--- config.mk ---
export PLATFORM = sky130hd
export DESIGN_NAME = e1tx_framer
export DESIGN_NICKNAME = d
export VERILOG_FILES = /design/src/verilog/e1tx_pkg.sv /design/src/verilog/e1tx_framer.sv
export VERILOG_INCLUDE_DIRS = /design/src /design/src/verilog
export SDC_FILE = /design/constraint.sdc
export NUM_CORES = 1
export LEC_CHECK = 0
export BUFFER_PORTS_ARGS = -buffer_cell sky130_fd_sc_hd__buf_2
export CAP_MARGIN = 20
export CELL_PAD_IN_SITES_DETAIL_PLACEMENT = 1
export CELL_PAD_IN_SITES_GLOBAL_PLACEMENT = 1
export CORE_ASPECT_RATIO = 1.25
export CORE_MARGIN = 5
export CORE_UTILIZATION = 50
export DETAILED_ROUTE_END_ITERATION = 8
export GPL_ROUTABILITY_DRIVEN = 0
export PLACE_DENSITY = 0.92
export SETUP_SLACK_MARGIN = 0.05
export SLEW_MARGIN = 25
export SYNTH_ARGS = -nofsm -noshare
export SYNTH_HDL_FRONTEND = slang
export SYNTH_SLANG_ARGS = --single-unit
--- constraint.sdc ---
create_clock -name clk_sys_i -period 12.9 [get_ports clk_sys_i]
set_input_delay 1.29 -clock clk_sys_i [delete_from_list [all_inputs] [get_ports clk_sys_i]]
set_output_delay 1.29 -clock clk_sys_i [all_outputs]
set_load 0.01 [all_outputs]
--- src/verilog/e1tx_consts.svh ---
// register offsets, field positions, reset values and timing of the e1 transmit framer
`ifndef E1TX_CONSTS_SVH
`define E1TX_CONSTS_SVH
`define E1TX_A_CTRL 8'h00
`define E1TX_A_PPM 8'h04
`define E1TX_A_MASK 8'h08
`define E1TX_A_IDLE 8'h0C
`define E1TX_A_SALO 8'h10
`define E1TX_A_SAHI 8'h14
`define E1TX_A_SIG 8'h18
`define E1TX_A_STAT 8'h1C
`define E1TX_F_LC 0
`define E1TX_F_SRC 1
`define E1TX_F_SLIP 3
`define E1TX_F_FRM 4
`define E1TX_F_NX 7
`define E1TX_F_PAT 8
`define E1TX_F_AUTO 16
`define E1TX_F_ABIT 0
`define E1TX_F_SIU 1
`define E1TX_F_SIV 2
`define E1TX_F_ACT 4
`define E1TX_F_IDL 8
`define E1TX_F_NMF 12
`define E1TX_RST_MASK 32'hFFFFFFFE
`define E1TX_RST_IDLE 8'hFF
`define E1TX_RST_SA 8'hFF
`define E1TX_RST_NMF 4'hB
`define E1TX_RST_PAT 4'h3
`define E1TX_PAT_LIVE 4'hE
`define E1TX_PPM_MAX 100
`define E1TX_FAS 7'h1B
`define E1TX_MFAS 8'h2F
`define E1TX_CLK_MHZ 250
`define E1TX_CLK_NS 4
`define E1TX_RATE_KBPS 2048
`define E1TX_LOS_NS 2000
`define E1TX_AUTO_US 2000
`endif

--- src/verilog/e1tx_pkg.sv ---
// types shared by the e1 transmit framer
package e1tx_pkg;
  typedef enum logic [0:0] {E1TX_HDB3 = 1'b0, E1TX_AMI = 1'b1} e1tx_lc_t;
  typedef enum logic [1:0] {
    E1TX_SRC_INT = 2'b00, E1TX_SRC_FIRST = 2'b01, E1TX_SRC_SECOND = 2'b10, E1TX_SRC_EXT = 2'b11
  } e1tx_src_t;
  typedef enum logic [0:0] {E1TX_SLIP_GARB = 1'b0, E1TX_SLIP_EXT = 1'b1} e1tx_slip_t;
  typedef enum logic [2:0] {
    E1TX_PCM31C = 3'b000, E1TX_PCM31 = 3'b001, E1TX_PCM30C = 3'b010,
    E1TX_PCM30 = 3'b011, E1TX_UNFR = 3'b100
  } e1tx_frm_t;
  typedef enum logic [0:0] {E1TX_AU_IDLE = 1'b0, E1TX_AU_LISTEN = 1'b1} e1tx_au_t;
  typedef struct packed {
    e1tx_lc_t lc; e1tx_src_t src; e1tx_slip_t slip; e1tx_frm_t frm; logic nx;
    logic [3:0] pat; logic signed [7:0] ppm; logic [31:0] mask; logic [7:0] idle;
    logic [4:0][7:0] sa; logic abit; logic siu; logic siv;
    logic [3:0] act; logic [3:0] idl; logic [3:0] nmf;
  } e1tx_cfg_t;
  typedef struct packed {
    logic fas; logic crc_mf; logic cas_mf; logic hdb3; logic pat_lock; logic [3:0] pat_id;
  } e1tx_rx_t;
  typedef struct packed {logic pos; logic neg;} e1tx_line_t;
  typedef struct packed {
    e1tx_cfg_t cfg; logic [3:0] s1; logic [3:0] s2; logic [3:0] s3; logic [3:0] lvl;
    logic [31:0] acc; logic [9:0] wd; logic lost;
    logic [2:0] bitc; logic [4:0] ts; logic [3:0] frm; logic [7:0] byte_q;
    logic [3:0] crc; logic [3:0] crc_snap; logic [3:0][1:0] hsym; logic par; logic lastp;
    e1tx_line_t line; logic ten; logic slipt;
    e1tx_au_t au; logic [19:0] aucnt; logic [4:0] seen; logic adone; logic afail;
    logic [31:0] rdata;
  } e1tx_st_t;
endpackage

--- src/verilog/e1tx_framer.sv ---
// e1 transmit framer: clock choice, framing, payload, signalling, line code, auto setup
//
// The address-and-strobe port and the register addresses were decided locally.
`timescale 1ns/1ns
`include "e1tx_consts.svh"

// ****************************************
// payload fifo
// ****************************************
module e1tx_fifo #(
  parameter int W = 8,
  parameter int D = 4
) (
  // clock and reset
  input wire logic clk_sys_i,
  input wire logic resetn_i,
  // filling side
  input wire logic in_valid_i,
  input wire logic [W-1:0] in_data_i,
  output logic in_ready_o,
  // draining side
  output logic out_valid_o,
  output logic [W-1:0] out_data_o,
  input wire logic out_ready_i
);
  localparam int AW = $clog2(D);
  localparam int CW = $clog2(D + 1);
  typedef struct packed {
    logic [D-1:0][W-1:0] mem; logic [AW-1:0] wp; logic [AW-1:0] rp; logic [CW-1:0] cnt;
  } e1tx_fifo_st_t;
  e1tx_fifo_st_t q, n;
  logic push, pop;

  assign in_ready_o = q.cnt != CW'(D);
  assign out_valid_o = q.cnt != '0;
  assign out_data_o = q.mem[q.rp];
  assign push = in_valid_i && in_ready_o;
  assign pop = out_valid_o && out_ready_i;

  always_comb begin
    n = q;
    if (push) begin
      n.mem[q.wp] = in_data_i;
      n.wp = (q.wp == AW'(D - 1)) ? '0 : q.wp + 1'b1;
    end
    if (pop) begin
      n.rp = (q.rp == AW'(D - 1)) ? '0 : q.rp + 1'b1;
    end
    n.cnt = q.cnt + CW'(push) - CW'(pop);
  end

  always_ff @(posedge clk_sys_i) begin
    if (!resetn_i) begin
      q <= '0;
    end else begin
      q <= n;
    end
  end
endmodule

// ****************************************
// framer top
// ****************************************
module e1tx_framer #(
  parameter int AUTO_CYCLES = `E1TX_AUTO_US * `E1TX_CLK_MHZ
) (
  // clock and reset
  input wire logic clk_sys_i,
  input wire logic resetn_i,
  // register port
  input wire logic [7:0] addr_i,
  input wire logic [31:0] wdata_i,
  input wire logic wr_i,
  input wire logic rd_i,
  output logic [31:0] rdata_o,
  // timing pins
  input wire logic first_receiver_clk_i,
  input wire logic second_receiver_clk_i,
  input wire logic external_clock_input_i,
  input wire logic garbled_slip_source_i,
  // receive side status for auto configure
  input wire e1tx_pkg::e1tx_rx_t rx_stat_i,
  // payload stream
  input wire logic pl_valid_i,
  input wire logic [7:0] pl_data_i,
  output logic pl_ready_o,
  // line and side outputs
  output e1tx_pkg::e1tx_line_t tx_line_o,
  output logic tx_bit_en_o,
  output logic slip_ref_o,
  output logic [3:0] pattern_o
);
  import e1tx_pkg::*;

  localparam int NCO_BASE =
    int'((64'd1 << 32) * `E1TX_RATE_KBPS / (`E1TX_CLK_MHZ * 1000));
  localparam int PPM_STEP = NCO_BASE / 1000000;
  localparam int LOS_CYC = `E1TX_LOS_NS / `E1TX_CLK_NS;

  function automatic e1tx_st_t rst_st();
    e1tx_st_t r;
    r = '0;
    r.cfg.pat = `E1TX_RST_PAT;
    r.cfg.mask = `E1TX_RST_MASK;
    r.cfg.idle = `E1TX_RST_IDLE;
    r.cfg.sa = {5{`E1TX_RST_SA}};
    r.cfg.nmf = `E1TX_RST_NMF;
    return r;
  endfunction
  localparam e1tx_st_t ST_RST = rst_st();

  function automatic logic crc_on(e1tx_frm_t f);
    return f == E1TX_PCM31C || f == E1TX_PCM30C;
  endfunction

  function automatic logic cas_on(e1tx_frm_t f);
    return f == E1TX_PCM30 || f == E1TX_PCM30C;
  endfunction

  function automatic logic is_pl(e1tx_frm_t f, logic [4:0] ts);
    return f[2] || (ts != 5'h00 && !(cas_on(f) && ts == 5'h10));
  endfunction

  function automatic logic [3:0] abcd(e1tx_cfg_t c, logic [4:0] t);
    return (!c.nx || c.mask[t]) ? c.act : c.idl;
  endfunction

  function automatic logic signed [7:0] clamp_ppm(logic signed [7:0] v);
    if (v > 8'sd100) begin
      return 8'sd100;
    end else if (v < -8'sd100) begin
      return -8'sd100;
    end
    return v;
  endfunction

  // byte for the timeslot that starts now
  function automatic logic [7:0] slot_byte(e1tx_cfg_t c, logic [4:0] ts, logic [3:0] f,
                                           logic [3:0] cs, logic fv, logic [7:0] fd);
    logic [7:0] b;
    logic si;
    logic [2:0] k;
    logic [7:0] mf;
    b = c.idle;
    mf = `E1TX_MFAS;
    k = f[2:0] == 3'h0 ? f[3:1] : f[3:1];
    si = c.siu ? c.siv : 1'b1;
    if (crc_on(c.frm)) begin
      si = f[0] ? mf[3'd7 - k] : cs[2'd3 - f[2:1]];
    end
    if (is_pl(c.frm, ts)) begin
      if ((!c.nx || c.mask[ts]) && fv) begin
        b = fd;
      end
    end else if (ts == 5'h00) begin
      if (!f[0]) begin
        b = {si, `E1TX_FAS};
      end else begin
        b = {si, 1'b1, c.abit, c.sa[0][3'd7 - k], c.sa[1][3'd7 - k],
             c.sa[2][3'd7 - k], c.sa[3][3'd7 - k], c.sa[4][3'd7 - k]};
      end
    end else if (f == 4'h0) begin
      b = {4'h0, c.nmf};
    end else begin
      b = {abcd(c, {1'b0, f}), abcd(c, {1'b1, f})};
    end
    return b;
  endfunction

  e1tx_st_t q, n;
  logic [3:0] agree, lvl_nx, rise;
  logic sel_edge, use_int, nco_carry, tick, pop, out_bit, fb, fv;
  logic [31:0] nco_inc, acc_nx;
  logic [7:0] byte_now, fd;
  logic [3:0] crc_nx;
  logic [1:0] emit;
  logic pol;

  // ****************************************
  // pin synchronisers and clock choice
  // ****************************************
  // a change counts once the second and third stages agree
  assign agree = ~(q.s2 ^ q.s3);
  assign lvl_nx = (agree & q.s3) | (~agree & q.lvl);
  assign rise = lvl_nx & ~q.lvl;

  always_comb begin
    unique case (q.cfg.src)
      E1TX_SRC_FIRST: sel_edge = rise[0];
      E1TX_SRC_SECOND: sel_edge = rise[1];
      E1TX_SRC_EXT: sel_edge = rise[2];
      E1TX_SRC_INT: sel_edge = 1'b0;
    endcase
  end

  // signed offset steps the increment; one step is close to one ppm
  assign nco_inc = 32'(NCO_BASE + int'(q.cfg.ppm) * PPM_STEP);
  assign {nco_carry, acc_nx} = {1'b0, q.acc} + {1'b0, nco_inc};
  assign use_int = q.cfg.src == E1TX_SRC_INT || q.lost;
  assign tick = use_int ? nco_carry : sel_edge;

  // ****************************************
  // frame building
  // ****************************************
  e1tx_fifo #(.W(8), .D(4)) u_fifo (
    .clk_sys_i(clk_sys_i),
    .resetn_i(resetn_i),
    .in_valid_i(pl_valid_i),
    .in_data_i(pl_data_i),
    .in_ready_o(pl_ready_o),
    .out_valid_o(fv),
    .out_data_o(fd),
    .out_ready_i(pop)
  );

  assign pop = tick && q.bitc == 3'h0 && is_pl(q.cfg.frm, q.ts) &&
               (!q.cfg.nx || q.cfg.mask[q.ts]);
  assign byte_now = q.bitc == 3'h0 ?
    slot_byte(q.cfg, q.ts, q.frm, q.crc_snap, fv, fd) : q.byte_q;
  assign out_bit = byte_now[3'd7 - q.bitc];
  // C bits count as zero while the check sum is formed
  assign fb = (crc_on(q.cfg.frm) && q.ts == 5'h00 && !q.frm[0] && q.bitc == 3'h0) ?
              1'b0 : out_bit;
  assign crc_nx = {q.crc[2:0], 1'b0} ^ ({4{q.crc[3] ^ fb}} & 4'h3);
  assign emit = q.hsym[3];
  assign pol = emit == 2'b01 ? ~q.lastp : q.lastp;

  // ****************************************
  // next state
  // ****************************************
  always_comb begin
    n = q;
    n.s1 = {garbled_slip_source_i, external_clock_input_i,
            second_receiver_clk_i, first_receiver_clk_i};
    n.s2 = q.s1;
    n.s3 = q.s2;
    n.lvl = lvl_nx;
    n.acc = acc_nx;
    n.ten = tick;
    n.slipt = q.cfg.slip == E1TX_SLIP_GARB ? rise[3] : rise[2];
    n.rdata = 32'h0;

    if (q.cfg.src == E1TX_SRC_INT || sel_edge) begin
      n.wd = '0;
      n.lost = 1'b0;
    end else if (q.wd == 10'(LOS_CYC - 1)) begin
      n.lost = 1'b1;
    end else begin
      n.wd = q.wd + 10'h1;
    end

    if (tick) begin
      n.bitc = q.bitc + 3'h1;
      if (q.bitc == 3'h7) begin
        n.ts = q.ts + 5'h1;
        if (q.ts == 5'h1F) begin
          n.frm = q.frm + 4'h1;
        end
      end
      n.byte_q = byte_now;
      n.crc = crc_nx;
      if (q.frm[2:0] == 3'h7 && q.ts == 5'h1F && q.bitc == 3'h7) begin
        n.crc_snap = crc_nx;
        n.crc = 4'h0;
      end
      // four bit look-ahead: a run of four zeros turns into 000V or B00V
      n.hsym = {q.hsym[2:0], out_bit ? 2'b01 : 2'b00};
      if (out_bit) begin
        n.par = ~q.par;
      end else if (q.cfg.lc == E1TX_HDB3 && q.hsym[2:0] == '0) begin
        n.hsym = q.par ? {2'b00, 2'b00, 2'b00, 2'b10} : {2'b01, 2'b00, 2'b00, 2'b10};
        n.par = 1'b0;
      end
      n.line = emit == 2'b00 ? 2'b00 : {pol, ~pol};
      n.lastp = emit == 2'b00 ? q.lastp : pol;
    end

    unique case (q.au)
      E1TX_AU_IDLE: begin
        if (wr_i && addr_i == `E1TX_A_CTRL && wdata_i[`E1TX_F_AUTO]) begin
          n.au = E1TX_AU_LISTEN;
          n.aucnt = '0;
          n.seen = '0;
          n.adone = 1'b0;
          n.afail = 1'b0;
        end
      end
      E1TX_AU_LISTEN: begin
        n.seen = q.seen | {rx_stat_i.fas, rx_stat_i.crc_mf, rx_stat_i.cas_mf,
                           rx_stat_i.hdb3, rx_stat_i.pat_lock};
        n.aucnt = q.aucnt + 20'h1;
        if (q.aucnt == 20'(AUTO_CYCLES - 1)) begin
          n.au = E1TX_AU_IDLE;
          n.adone = 1'b1;
          n.cfg.lc = n.seen[1] ? E1TX_HDB3 : E1TX_AMI;
          n.cfg.pat = n.seen[0] ? rx_stat_i.pat_id : `E1TX_PAT_LIVE;
          if (n.seen[4]) begin
            n.cfg.frm = e1tx_frm_t'({1'b0, n.seen[2], ~n.seen[3]});
          end else begin
            n.cfg.frm = E1TX_UNFR;
            n.afail = ~n.seen[0];
          end
        end
      end
    endcase

    // software writes land after auto configure and win over it
    if (wr_i) begin
      case (addr_i)
        `E1TX_A_CTRL: begin
          n.cfg.lc = e1tx_lc_t'(wdata_i[`E1TX_F_LC]);
          n.cfg.src = e1tx_src_t'(wdata_i[`E1TX_F_SRC +: 2]);
          n.cfg.slip = e1tx_slip_t'(wdata_i[`E1TX_F_SLIP]);
          n.cfg.frm = e1tx_frm_t'(wdata_i[`E1TX_F_FRM +: 3]);
          n.cfg.nx = wdata_i[`E1TX_F_NX];
          n.cfg.pat = wdata_i[`E1TX_F_PAT +: 4];
        end
        `E1TX_A_PPM: n.cfg.ppm = clamp_ppm(wdata_i[7:0]);
        `E1TX_A_MASK: n.cfg.mask = wdata_i;
        `E1TX_A_IDLE: n.cfg.idle = wdata_i[7:0];
        `E1TX_A_SALO: n.cfg.sa[3:0] = wdata_i;
        `E1TX_A_SAHI: n.cfg.sa[4] = wdata_i[7:0];
        `E1TX_A_SIG: begin
          n.cfg.abit = wdata_i[`E1TX_F_ABIT];
          n.cfg.siu = wdata_i[`E1TX_F_SIU];
          n.cfg.siv = wdata_i[`E1TX_F_SIV];
          n.cfg.act = wdata_i[`E1TX_F_ACT +: 4];
          n.cfg.idl = wdata_i[`E1TX_F_IDL +: 4];
          n.cfg.nmf = wdata_i[`E1TX_F_NMF +: 4];
        end
        default: begin
        end
      endcase
    end

    if (rd_i) begin
      case (addr_i)
        `E1TX_A_CTRL: n.rdata = {20'h0, q.cfg.pat, q.cfg.nx, q.cfg.frm, q.cfg.slip,
                                 q.cfg.src, q.cfg.lc};
        `E1TX_A_PPM: n.rdata = {{24{q.cfg.ppm[7]}}, q.cfg.ppm};
        `E1TX_A_MASK: n.rdata = q.cfg.mask;
        `E1TX_A_IDLE: n.rdata = {24'h0, q.cfg.idle};
        `E1TX_A_SALO: n.rdata = q.cfg.sa[3:0];
        `E1TX_A_SAHI: n.rdata = {24'h0, q.cfg.sa[4]};
        `E1TX_A_SIG: n.rdata = {16'h0, q.cfg.nmf, q.cfg.idl, q.cfg.act, 1'b0,
                                q.cfg.siv, q.cfg.siu, q.cfg.abit};
        `E1TX_A_STAT: n.rdata = {27'h0, use_int, q.afail, q.adone,
                                 q.au == E1TX_AU_LISTEN, q.lost};
        default: n.rdata = 32'h0;
      endcase
    end
  end

  always_ff @(posedge clk_sys_i) begin
    if (!resetn_i) begin
      q <= ST_RST;
    end else begin
      q <= n;
    end
  end

  assign rdata_o = q.rdata;
  assign tx_line_o = q.line;
  assign tx_bit_en_o = q.ten;
  assign slip_ref_o = q.slipt;
  assign pattern_o = q.cfg.pat;

  logic fas_slot, nfas_slot, ts16_slot;
  assign fas_slot = tick && !q.cfg.frm[2] && q.ts == 5'h00 && q.bitc == 3'h0;
  assign nfas_slot = fas_slot && q.frm[0];
  assign ts16_slot = tick && cas_on(q.cfg.frm) && q.ts == 5'h10 && q.bitc == 3'h0;
endmodule

Word level (Yosys, flattened, before mapping)
Memory sizes are Yosys's and may differ from the RTL's.
Cells that the tools add are included.

word-level totals
  bits in registers = 315
  ROM bits = 8
  logic and storage cells = 264
  memories = 1

memory list
  memory            depth  bits a word  rd ports  clocked after memory_dff  write ports  line                text
  (name not given)  8      1            1         0                         0            e1tx_framer.sv:149  si = f[0] ? mf[3'd7 - k] : cs[2'd3 - f[2:1]];

operators by class
  add/subtract/negate cells = 14
  multiply operators = 1
  magnitude comparators = 11
  eq/ne operators = 25
  mux-type cells = 81
  bitwise gates (word level) = 20
  reduce and logical (&&, ||, !) cells = 55

operators by type and width
  operator                                           number
  case mux 32 bit (8 select lines)                   1
  2-to-1 mux 8 bit                                   15
  2-to-1 mux 115 bit                                 1
  2-to-1 mux 32 bit                                  2
  case mux 28 bit (2 select lines)                   1
  adder 32 x 32 -> 33 bit                            1
  bitwise mux 32 bit                                 1
  == test 8 x 5 -> 1 bit, second input constant      4
  2-to-1 mux 1 bit                                   29
  adder 27 x 15 -> 28 bit, first input constant      1
  2-to-1 mux 28 bit                                  1
  AND reduction 2 bit                                13
  adder 20 x 1 -> 20 bit, second input constant      1
  == test 20 x 19 -> 1 bit, second input constant    1
  2-to-1 mux 4 bit                                   5
  binary-select mux 1 bit (select 3 bit)             6
  logical AND 1 bit                                  17
  binary-select mux 8 bit (select 2 bit)             1
  demux 8 bit (select 2 bit)                         1
  == test 8 x 4 -> 1 bit, second input constant      2
  multiplier 8 x 7 -> 15 bit, second input constant  1
  2-to-1 mux 15 bit                                  1
  2-to-1 mux 7 bit                                   2
  bitwise AND 4 bit                                  3
  other kinds (54)                                   96

Longest topological paths before layout
Gate-level depths: netlist (run 1).

  depth after elaboration = 14
  gate-level depth with buffers = 35

Hierarchy
A second synthesis (run 1) with hierarchy kept.

unflattened totals
  cell total of the unflattened synthesis = 1901
  area total of the unflattened synthesis = 16130.5 um2

modules (own cells, without submodules)
  module       times used  cells each  area an instance (um2)  seq. area each (um2)
  e1tx_framer  1           1727        14301.2                 5525.3
  e1tx_fifo    1           174         1829.3                  780.7

Worst setup path after synthesis (run 1)
No wires, ideal clock.

  path kind = reg2reg
  start = register q[263] (netlist name)
  end = register u_fifo.q[2] (netlist name)
  library setup time = 128 ps
  data arrival time = 6531 ps
  required time = 12772 ps
  slack = 6241 ps
  cell stages (with the launch flop) = 34
  buffers on the path = 1
  cells stage by stage = dfxtp_1 > inv_1 > ha_1 > inv_1 > fa_1 > fa_1 > inv_1 > ha_1 > a21boi_0 > o21ai_0 > a21boi_0 > o21ai_0 > a21boi_0 > o21a_1 > nor2_1 > xnor2_1 > ha_1 > a21oi_1 > o21ai_0 > a21o_1 > a21oi_1 > o211ai_1 > a21o_1 > a21o_1 > buf_2 > nand4_1 > inv_1 > ha_1 > inv_1 > ha_1 > fa_1 > xnor2_1 > xnor2_1 > nor2_1

between the ends
  cells in the longest elaborated chain, start to end = 9

RTL lines
  element                          line                text
  from (decl)                      e1tx_framer.sv:170  e1tx_st_t q, n;
  from (signal assigned)           e1tx_framer.sv:358  q <= n;
  multiplier 8 x 7 -> 15 bit       e1tx_framer.sv:197  assign nco_inc = 32'(NCO_BASE + int'(q.cfg.ppm) * PPM_STEP);
  adder 27 x 15 -> 28 bit          e1tx_framer.sv:197
  adder 32 x 32 -> 33 bit          e1tx_framer.sv:198  assign {nco_carry, acc_nx} = {1'b0, q.acc} + {1'b0, nco_inc};
  2-to-1 mux 1 bit                 e1tx_framer.sv:200  assign tick = use_int ? nco_carry : sel_edge;
  logical AND 1 bit (3 in series)  e1tx_framer.sv:216  assign pop = tick && q.bitc == 3'h0 && is_pl(q.cfg.frm, q.ts) &&
  logical AND 1 bit                e1tx_framer.sv:38   assign pop = out_valid_o && out_ready_i;
  named net u_fifo.pop             e1tx_framer.sv:32   logic push, pop;
  subtractor 3 x 1 -> 3 bit        e1tx_framer.sv:49   n.cnt = q.cnt + CW'(push) - CW'(pop);
  to (signal assigned)             e1tx_framer.sv:56   q <= n;
  to (decl)                        e1tx_framer.sv:31   e1tx_fifo_st_t q, n;

The timed path passes the listed nets, and every way through them passes these cells.
A chain may end at the register's enable or synchronous reset.

Worst setup path after layout (run 1)
Same ends and word-level chain as after synthesis.

==> flow_metrics.py, run 1 <==
metrics = {
    "status": {
        "outcome": "complete, no violations",
    },
    "power": {
        "leakage_nw": 7.03,
        "power_mw": 2.38,
        "combPwrFrac_pct": 13.6,
        "p_switching_mw": 0.636,
        "peakVddDrop_v": 0.000135,
        "pwr_density_cell_nw_per_um2": 134,
        "p_int_mw": 1.75,
        "netSwitchingFraction_pct": 26.7,
        "power.share.clock_pct": 43.3,
        "power_frac_seq_pct": 43.1,
    },
    "yosys": {
        "synth-seq-area-share_pct": 38.8,
        "synth_top_area_share_pct": 38.8,
        "yosys_most_used_dff": "dfxtp_1",
        "synth_edf_count": 0,
        "async_flop_share_pct": 0,
        "synth_area_leaders": "dfxtp_1 (39%), nand2_1 (7.7%), ha_1 (5.3%)",
        "post-synth-top-count-cell": "nand2_1",
        "syn-instance-count": 1938,
        "synth_area_um2": 16300,
        "yosys_warnings": 0,
        "synth_compound_area_share_pct": 14.5,
        "synth_mux_area_share_pct": 7.46,
        "synth_top_family_by_area": "simple AND/OR/NAND/NOR gates",
        "synth-seq-cells": 315,
        "synth_fp_nets": 2086,
        "synth-simple-area-share_pct": 22.7,
        "syn_area_per_cell_um2": 8.39,
        "synth_common_cells": "nand2_1 (335), dfxtp_1 (315), nand3_1 (159), nor2_1 (159), a21oi_1 (158)",
        "synth_largest_area_cell": "dfxtp_1",
        "yosysUniqueCellTypes": 86,
        "synthXorXnorAreaFrac_pct": 2.59,
        "synthAdderAreaFrac_pct": 6.91,
    },
    "route": {
        "antenna_left": 0,
        "drt-total-wl_mm": 54.3,
        "dr.pass1.iters": 8,
        "drc": 0,
        "drt-initial-drc-count": 1194,
        "routed-via-count": 15000,
        "drt-wirelength-per-cell_um": 22.8,
        "routed_via_density": 6.32,
    },
    "global_route": {
        "gr-usage-all-layers_pct": 29.6,
        "grt_max_degree": 93,
        "grt_pass1_vias": 16200,
        "grt_pass1_wl_mm": 86.9,
        "overflow": 0,
        "antenna_found_initial": 0,
    },
    "timing": {
        "rsz0062_at_grt": "no",
        "layout_worst_path_cycle_share_pct": 61.5,
        "min_period_ns": 7.94,
        "slew_viol_final": 0,
        "finalSetupTns_ns": 0,
        "slew_headroom_pct": 29.4,
        "worstMarginPinSlew_ns": 1.03,
        "skew_ns": 0.0147,
        "hold_viol": 0,
        "setup_violations": 0,
        "fmax_mhz": 126,
    },
    "placed_design": {
        "dp_hpwl_mm": 37.0,
        "placedCellCount": 2321,
        "place_area_um2": 16600,
        "portBuffers": 106,
    },
    "floorplan": {
        "io_pins": 107,
        "die_h_um": 212,
        "die_w_um": 171,
        "die-area_um2": 36300,
        "core-area_um2": 32000,
        "initial_utilization_pct": 50.9,
        "rows": 73,
    },
    "worst_setup_path": {
        "worstSetupEndpointType": "flip-flop",
        "arrival_ns": 8.31,
        "slowest_delay_ns": 0.64,
        "path_max_fanout": 25,
        "critPathRequiredTime_ns": 13.27,
        "crit_type": "flip-flop to flip-flop",
        "cpMaxStageDelayCell": "dfxtp_1",
        "r2r_setup_slack_ns": 4.96,
        "start_kind": "flip-flop",
    },
    "clock_network": {
        "cts_root_buf": "clkbuf_16",
        "cts_resized": 0,
        "clockBufferDepth": 3,
        "cts-buffers-inserted": 35,
        "clkTransAtPathRegs_ns": 0.06,
        "cts_sinks": 315,
        "htree_levels": 2,
        "cts_tree": "done",
        "cts_hold_buffers": 0,
        "post-cts-setup-buffer-count": 0,
        "clk_latency_ns": 0.53,
    },
    "final_layout": {
        "num-nets-final": 2094,
        "fin_area_um2": 17800,
        "drive_above_1_share_pct": 12.5,
        "stdcell_count": 2380,
        "syn2layout_area_growth_pct": 9.52,
        "n_antenna_cell": 0,
        "fillerInstances": 3814,
    },
    "min_path": {
        "hold_path.class": "flip-flop to flip-flop",
    },
    "flow_run": {
        "maxCapViolations": 0,
    },
}
metal layers:
| layer | up-vias | global-route usage (%) | share of wire (%) |
|---|---|---|---|
| met5 | - | 0 | 0 |
| met2 | 623 | 52.1 | 50 |
| met3 | 255 | 5.40 | 6.2 |
| met4 | 0 | 19.3 | 7.6 |
| met1 | 7462 | 32.5 | 36 |
| li1 | 6696 | - | - |
registers in the layout, indices dropped and copies added, names as in the netlist:
name / count
emit: 2
n: 8
pattern_o: 4
q: 226
rdata_o: 32
slip_ref_o: 1
tx_bit_en_o: 1
tx_line_o: 2
u_fifo.q: 39
cell usage in the layout, fill, tap and decap left out, types with 28 or more instances in the layout:
cell type / Yosys / layout
nand2_1: 335 / 334
dfxtp_1: 315 / 315
nand3_1: 159 / 159
a21oi_1: 158 / 158
nor2_1: 159 / 157
buf_2: 4 / 105
inv_1: 79 / 78
ha_1: 69 / 69
mux2i_1: 50 / 50
clkbuf_16: 0 / 37
o21ai_0: 32 / 32
a22oi_1: 30 / 30
and2_1: 28 / 28
xnor2_1: 28 / 28
layout make-up:
cell class	instances	area [µm²]	share of cell area, %
multi-input cells	1390	8840	49.6
well taps	412	515	2.89
inverters	79	299	1.68
flip-flops and latches	315	6310	35.4
repair buffers	125	676	3.79
clock inverters	10	135	0.759
clock buffers	49	1040	5.85
cells by family after synthesis:
logic type,after synthesis
and+or+nand+nor,811
AOI/OAI and AO/OA,364
DFF,315
buffers and inverters,233
muxes,85
adders and majority gates,82
xor gates and xnor gates,48
worst max-delay path: cells and delay by family (launching register included):
kind	cells	cell delay [ns]
compound gates	13	2.81
xor+xnor	3	0.55
fa+ha+maj	8	2.84
buf+inv	6	0.63
flops	1	0.64
simple gates	3	0.30
path summary, 6_finish.rpt:
path	startpoint	endpoint	depth (start not counted)
max	q[263]	u_fifo.q[2]	33
min	n[155]	n[151]	1
max reg2reg	q[263]	u_fifo.q[2]	33
min reg2reg	n[155]	n[151]	1
power by group through the flow:
stage	Sequential, mW	Combinational, mW	Clock [mW]
floorplan	1.04	0.224	0
finish	1.03	0.323	1.03
global route	1.03	0.349	1.09
detailed placement	1.05	0.312	0
CTS	1.03	0.318	1.05
global placement	1.05	0.289	0
metrics by stage:
stage	hold WS, ns	setup WS [ns]	util, %
floorplan	0.412	6.24	-
global route	0.459	4.27	55.7
CTS	0.448	4.98	55.7
global placement	0.418	5.55	52.0
finish	0.443	4.96	55.7
detailed placement	0.423	5.10	52.0
Power figures use the tool's default switching activity.
==> inputs of run 2 (changes only) <==
--- a/config.mk
+++ b/config.mk
@@ -12,10 +12,10 @@
 export CELL_PAD_IN_SITES_GLOBAL_PLACEMENT = 1
 export CORE_ASPECT_RATIO = 1.25
 export CORE_MARGIN = 5
-export CORE_UTILIZATION = 50
+export CORE_UTILIZATION = 42
 export DETAILED_ROUTE_END_ITERATION = 8
 export GPL_ROUTABILITY_DRIVEN = 0
-export PLACE_DENSITY = 0.92
+export PLACE_DENSITY = 0.83
 export SETUP_SLACK_MARGIN = 0.05
 export SLEW_MARGIN = 25
 export SYNTH_ARGS = -nofsm -noshare
==> constraint.sdc (replaced) <==
create_clock -name clk_sys_i -period 6.4 [get_ports clk_sys_i]
set_input_delay 0.64 -clock clk_sys_i [delete_from_list [all_inputs] [get_ports clk_sys_i]]
set_output_delay 0.64 -clock clk_sys_i [all_outputs]
set_load 0.01 [all_outputs]
==> run 2 against run 1 <==
The flow now finishes with violations (setup timing); design area rose by 4.4%; clock skew barely moved; global-route usage fell by 5.4 points; largest cell class unchanged; first-iteration DRC count fell by 25%; critical path depth rose by 1; core utilization fell by 7.1 points; non-clock buffer count rose by 55; sequential cell count did not move; clock power rose by 110%; via count fell by 1.3%.
==> flow_metrics.py, run 2 (same netlist as run 1, synthesis figures left out) <==
metrics = {
    "timing": {
        "skew_ns": 0.0144,
        "setup_violations": 1,
        "slew_headroom_pct": 32.9,
        "hold_viol": 0,
        "setup_slack_ns": -0.0343,
        "finalSetupTns_ns": -0.0343,
        "whs_ns": 0.326,
        "min_period_ns": 6.43,
        "rsz0062_at_grt": "yes",
        "layout_worst_path_cycle_share_pct": 101,
        "worstMarginPinSlew_ns": 1.01,
        "slew_viol_final": 0,
        "fmax_mhz": 155,
    },
    "worst_setup_path": {
        "crit_type": "flip-flop to flip-flop",
        "cp-startpoint": "q[258]",
        "critPathCapture": "u_fifo.q[2]",
        "crit_cells": 34,
        "critical_path.top_delay_family": "adder cells",
        "reg2reg_from": "q[258]",
        "cpMaxStageDelayCell": "fa_1",
        "slowest_delay_ns": 0.47,
        "worstSetupEndpointType": "flip-flop",
        "crit_buf_inv": 5,
        "path_max_fanout": 3,
        "r2r_end": "u_fifo.q[2]",
        "start_kind": "flip-flop",
        "arrival_ns": 6.81,
        "critPathRequiredTime_ns": 6.78,
        "reg2regPathDepth": 34,
        "r2r_setup_slack_ns": -0.03,
    },
    "clock_network": {
        "clkTransAtPathRegs_ns": 0.06,
        "cts-buffers-inserted": 36,
        "htree_levels": 2,
        "cts_sinks": 315,
        "cts_root_buf": "clkbuf_16",
        "cts_hold_buffers": 0,
        "clk_latency_ns": 0.52,
        "cts_tree": "done",
        "clockBufferDepth": 3,
    },
    "route": {
        "drt-total-wl_mm": 54.4,
        "wl_met1_mm": 21.0,
        "highest_layer": "met4",
        "routed-via-count": 14800,
        "drt-initial-drc-count": 900,
        "routed-wl-met2_mm": 28.3,
        "antenna_left": 0,
        "wl_met3_mm": 2.14,
        "drc": 0,
        "dr.pass1.iters": 6,
        "drt-wirelength-per-cell_um": 21.6,
        "routed_via_density": 5.89,
    },
    "final_layout": {
        "fin_area_um2": 18600,
        "largest_register": "q",
        "largest_reg_flops": 226,
        "fillerInstances": 4519,
        "syn2layout_area_growth_pct": 14.4,
        "stdcell_count": 2520,
        "layout_commonest_cell": "nand2_1",
        "drive_above_1_share_pct": 17.6,
        "layout_common_cells": "nand2_1 (334), dfxtp_1 (309), nand3_1 (159)",
        "num-nets-final": 2150,
        "final_core_util_pct": 48.6,
    },
    "placed_design": {
        "place_area_um2": 17000,
        "portBuffers": 106,
        "placedCellCount": 2437,
        "dp_hpwl_mm": 37.3,
    },
    "power": {
        "power.share.clock_pct": 43.0,
        "peakVddDrop_v": 0.000188,
        "pwr_density_cell_nw_per_um2": 267,
        "leakage_nw": 7.34,
        "netSwitchingFraction_pct": 27.4,
        "power_frac_seq_pct": 41.8,
        "p_int_mw": 3.60,
        "combPwrFrac_pct": 15.2,
        "p_switching_mw": 1.36,
    },
    "floorplan": {
        "die-area_um2": 42800,
        "rows": 80,
        "die_h_um": 230,
        "die_w_um": 186,
        "core-area_um2": 38200,
        "io_pins": 107,
        "initial_utilization_pct": 42.5,
    },
    "status": {
        "outcome": "finished, violations left",
        "failed_checks": "setup timing",
    },
    "flow_run": {
        "maxCapViolations": 0,
    },
    "global_route": {
        "grt_max_degree": 96,
        "grt_pass1_vias": 15600,
        "gr-usage-all-layers_pct": 24.2,
        "antenna_found_initial": 1,
        "grt_pass1_wl_mm": 83.8,
        "overflow": 0,
    },
    "min_path": {
        "hold_path.class": "input port to flip-flop",
    },
}
[run 2: per-layer routing]
layer  vias to the layer above  GRT usage, %
met5                         -             0
met2                       429          44.0
li1                       6822             -
met4                         0          11.9
met3                       173          3.34
met1                      7413          27.3
[run 2: worst min-delay path by stage]
stage	cells past startpoint	to	start
2_1_floorplan	1	n[149]	n[153]
6_report	2	n[155]	external_clock_input_i
3_5_place_dp	1	n[152]	n[156]
3_3_place_gp	1	n[152]	n[156]
4_1_cts	2	n[155]	external_clock_input_i
5_1_grt	2	n[153]	first_receiver_clk_i
[run 2: layout make-up]
type / instances / area, µm² / share of cell area [%]
inverters: 79 / 299 / 1.61
flip-flops and latches: 315 / 6320 / 34.0
diodes: 1 / 2.50 / 0.0135
clock inverters: 16 / 170 / 0.915
clock buffers: 47 / 1040 / 5.61
repair buffers: 180 / 1090 / 5.87
multi-input cells: 1390 / 9060 / 48.7
well taps: 492 / 616 / 3.31
[run 2: per-stage QoR]
step / power [mW] / setup WS, ns
floorplan: 2.55 / 0.0597
global placement: 2.73 / -0.0909
detailed placement: 2.77 / -0.324
CTS: 4.92 / 0.0538
global route: 5.13 / -0.259
finish: 4.96 / -0.0343
[run 2: repair_timing]
action | CTS | global route
buffers inserted | 7 | 13
pin swaps | 21 | 37
gates resized for setup | 24 | 35
endpoints found under the setup margin | 3 | 14
[run 2: power groups by stage]
stage / Clock (mW) / Sequential, mW / Combinational [mW]
floorplan: 0 / 2.10 / 0.452
global placement: 0 / 2.11 / 0.618
detailed placement: 0 / 2.11 / 0.654
CTS: 2.17 / 2.07 / 0.686
global route: 2.25 / 2.08 / 0.806
finish: 2.13 / 2.07 / 0.752
==> inputs of run 3 (changes only) <==
--- a/config.mk
+++ b/config.mk
@@ -6,13 +6,14 @@
 export SDC_FILE = /design/constraint.sdc
 export NUM_CORES = 1
 export LEC_CHECK = 0
+export ABC_AREA = 1
 export BUFFER_PORTS_ARGS = -buffer_cell sky130_fd_sc_hd__buf_2
-export CAP_MARGIN = 20
+export CAP_MARGIN = 15
 export CELL_PAD_IN_SITES_DETAIL_PLACEMENT = 1
 export CELL_PAD_IN_SITES_GLOBAL_PLACEMENT = 1
 export CORE_ASPECT_RATIO = 1.25
 export CORE_MARGIN = 5
-export CORE_UTILIZATION = 42
+export CORE_UTILIZATION = 41
 export DETAILED_ROUTE_END_ITERATION = 8
 export GPL_ROUTABILITY_DRIVEN = 0
 export PLACE_DENSITY = 0.83
==> run 3 against run 2 <==
The run now ends clean; critical path depth is 2 higher; clock power rose by 8%; non-clock buffer count decreased by 49; clock skew grew 0.0018 ns; core utilization shrank 2.0 points; design area increased by 0.18%; power grew 1.3%; register-to-register slack gained 0.22 ns; first-iteration DRC count rose by 15%; combinational power shrank 13%.
==> flow_metrics.py, run 3 <==
metrics = {
    "status": {
        "outcome": "complete, no violations",
    },
    "clock_network": {
        "cts_hold_buffers": 0,
        "clockBufferDepth": 3,
        "clk_latency_ns": 0.54,
        "cts_root_buf": "clkbuf_16",
        "cts_tree": "done",
        "clkTransAtPathRegs_ns": 0.07,
        "cts_sinks": 315,
        "htree_levels": 2,
        "cts-buffers-inserted": 36,
    },
    "power": {
        "power_frac_seq_pct": 41.1,
        "netSwitchingFraction_pct": 26.6,
        "power_mw": 5.02,
        "pwr_density_cell_nw_per_um2": 270,
        "p_int_mw": 3.69,
        "p_switching_mw": 1.33,
        "leakage_nw": 8.32,
        "peakVddDrop_v": 0.000152,
        "combPwrFrac_pct": 13.0,
        "power.share.clock_pct": 45.9,
    },
    "yosys": {
        "yosys_warnings": 0,
        "syn-instance-count": 2236,
        "synth_largest_area_cell": "dfxtp_1",
        "synth_area_um2": 16400,
        "syn_area_per_cell_um2": 7.36,
        "synth-seq-area-share_pct": 38.3,
        "async_flop_share_pct": 0,
        "synth_top_area_share_pct": 38.3,
        "synth_area_leaders": "dfxtp_1 (38%), nand2_1 (9.8%), inv_1 (7.2%)",
        "yosys_most_used_dff": "dfxtp_1",
        "synth_common_cells": "nand2_1 (430), dfxtp_1 (315), inv_1 (315)",
        "synth-seq-cells": 315,
        "post-synth-top-count-cell": "nand2_1",
        "yosysUniqueCellTypes": 65,
        "synth_edf_count": 0,
        "synth_fp_nets": 2384,
    },
    "global_route": {
        "grt_pass1_wl_mm": 84.5,
        "antenna_found_initial": 2,
        "gr-usage-all-layers_pct": 23.5,
        "grt_max_degree": 78,
        "grt_pass1_vias": 16200,
        "overflow": 0,
    },
    "timing": {
        "setup_violations": 0,
        "min_period_ns": 6.22,
        "hold_viol": 0,
        "slew_headroom_pct": 26.3,
        "skew_ns": 0.0162,
        "worstMarginPinSlew_ns": 1.10,
        "whs_ns": 0.284,
        "slew_viol_final": 0,
        "fmax_mhz": 161,
        "layout_worst_path_cycle_share_pct": 97.2,
    },
    "final_layout": {
        "syn2layout_area_growth_pct": 13.3,
        "fillerInstances": 4986,
        "drive_above_1_share_pct": 13.2,
        "n_antenna_cell": 0,
        "layout_common_cells": "nand2_1 (429), inv_1 (310), dfxtp_1 (310)",
        "largest_register": "q",
        "layout_commonest_cell": "nand2_1",
        "largest_reg_flops": 226,
        "num-nets-final": 2426,
        "fin_area_um2": 18600,
    },
    "worst_setup_path": {
        "worstSetupEndpointType": "flip-flop",
        "slowest_delay_ns": 0.56,
        "crit_type": "flip-flop to flip-flop",
        "start_kind": "flip-flop",
        "r2r_setup_slack_ns": 0.18,
        "reg2regPathDepth": 36,
        "critPathRequiredTime_ns": 6.89,
        "cp_common_cell": "inv_1",
        "path_max_fanout": 4,
        "critical_path.top_delay_family": "adder cells",
        "r2r_end": "u_fifo.q[1]",
        "reg2reg_from": "q[258]",
        "cpMaxStageDelayCell": "fa_1",
        "arrival_ns": 6.71,
        "cp-startpoint": "q[258]",
        "crit_buf_inv": 8,
    },
    "route": {
        "routed_via_density": 5.68,
        "drt-initial-drc-count": 1035,
        "routed-via-count": 16000,
        "drc": 0,
        "drt-total-wl_mm": 55.8,
        "dr.pass1.iters": 5,
        "antenna_left": 0,
        "drt-wirelength-per-cell_um": 19.8,
    },
    "floorplan": {
        "rows": 82,
        "io_pins": 107,
        "die_h_um": 234,
        "initial_utilization_pct": 41.2,
        "die_w_um": 189,
        "die-area_um2": 44200,
        "core-area_um2": 39900,
    },
    "placed_design": {
        "dp_hpwl_mm": 38.9,
        "portBuffers": 106,
        "place_area_um2": 17000,
    },
    "min_path": {
        "hold_path.class": "input port to flip-flop",
        "min-delay-start": "external_clock_input_i",
        "whs_endpoint": "n[155]",
        "whs_path_depth": 3,
    },
    "flow_run": {
        "maxCapViolations": 0,
    },
}
## run 3: cell count changes after synthesis, sizes merged, moves of 35 or more
cell and delta:
a21oi +65, inv +249, mux2i -50, nand2 +112, nor2 -35, o211ai +58
o21ai +125
## run 3: timing repair
item	in CTS	in global routing
endpoints found under the setup margin	3	22
pin swaps	1	28
resized for setup	11	31
setup buffers	0	15
## run 3: how the worst max path moves through the flow
stage / end / cells past startpoint
after floorplan: u_fifo.q[2] / 36
after global placement: u_fifo.q[2] / 36
after detailed placement: u_fifo.q[2] / 37
after CTS: u_fifo.q[2] / 37
after global routing: u_fifo.q[1] / 36
final: u_fifo.q[1] / 36
## run 3: cell type report
| class | instances | area [µm²] | share of cell area (%) |
|---|---|---|---|
| Clock buffer | 45 | 1020 | 5.45 |
| Tap cell | 504 | 631 | 3.38 |
| Inverter | 332 | 1260 | 6.77 |
| Sequential cell | 315 | 6320 | 33.9 |
| Multi-Input combinational cell | 1462 | 8380 | 45.0 |
| Clock inverter | 21 | 299 | 1.60 |
| Timing Repair Buffer | 131 | 721 | 3.87 |
## run 3: metrics by stage
step	setup TNS (ns)	std cells	utilization [%]	setup WS, ns
final	0	2810	46.7	0.181
after global routing	-0.448	2810	46.7	-0.176
after CTS	0	2795	46.0	0.0619
after detailed placement	-0.0828	2729	42.7	-0.0828
after global placement	0	2729	42.7	0.179
after floorplan	0	2236	-	0.393
## run 3: power groups by stage
stage | Sequential, mW | Combinational [mW] | Clock (mW)
after floorplan | 2.10 | 0.386 | 0
after global placement | 2.10 | 0.510 | 0
after detailed placement | 2.11 | 0.546 | 0
after CTS | 2.06 | 0.558 | 2.34
after global routing | 2.07 | 0.709 | 2.41
final | 2.07 | 0.654 | 2.30
## run 3: kinds of logic after synthesis
family,share of synthesized area (%)
flip-flops,38.3
AO/OA/AOI/OAI,20.8
buffers and inverters,11.8
adder cells (fa/ha/maj),6.83
XOR/XNOR,1.33
AND/OR/NAND/NOR,21.0
## run 3: layer usage
metal | up-vias | global-route usage, % | wire (µm)
met3 | 193 | 3.95 | 3160
met5 | - | 0 | 24
met2 | 529 | 41.1 | 27000
li1 | 7481 | - | -
met1 | 7751 | 27.8 | 22600
met4 | 4 | 11.9 | 3040
## run 3: tightest hold or removal path, cell delays in order
cell and delay [ns]:
buf_2 0.07, nand2_1 0.04, inv_1 0.04
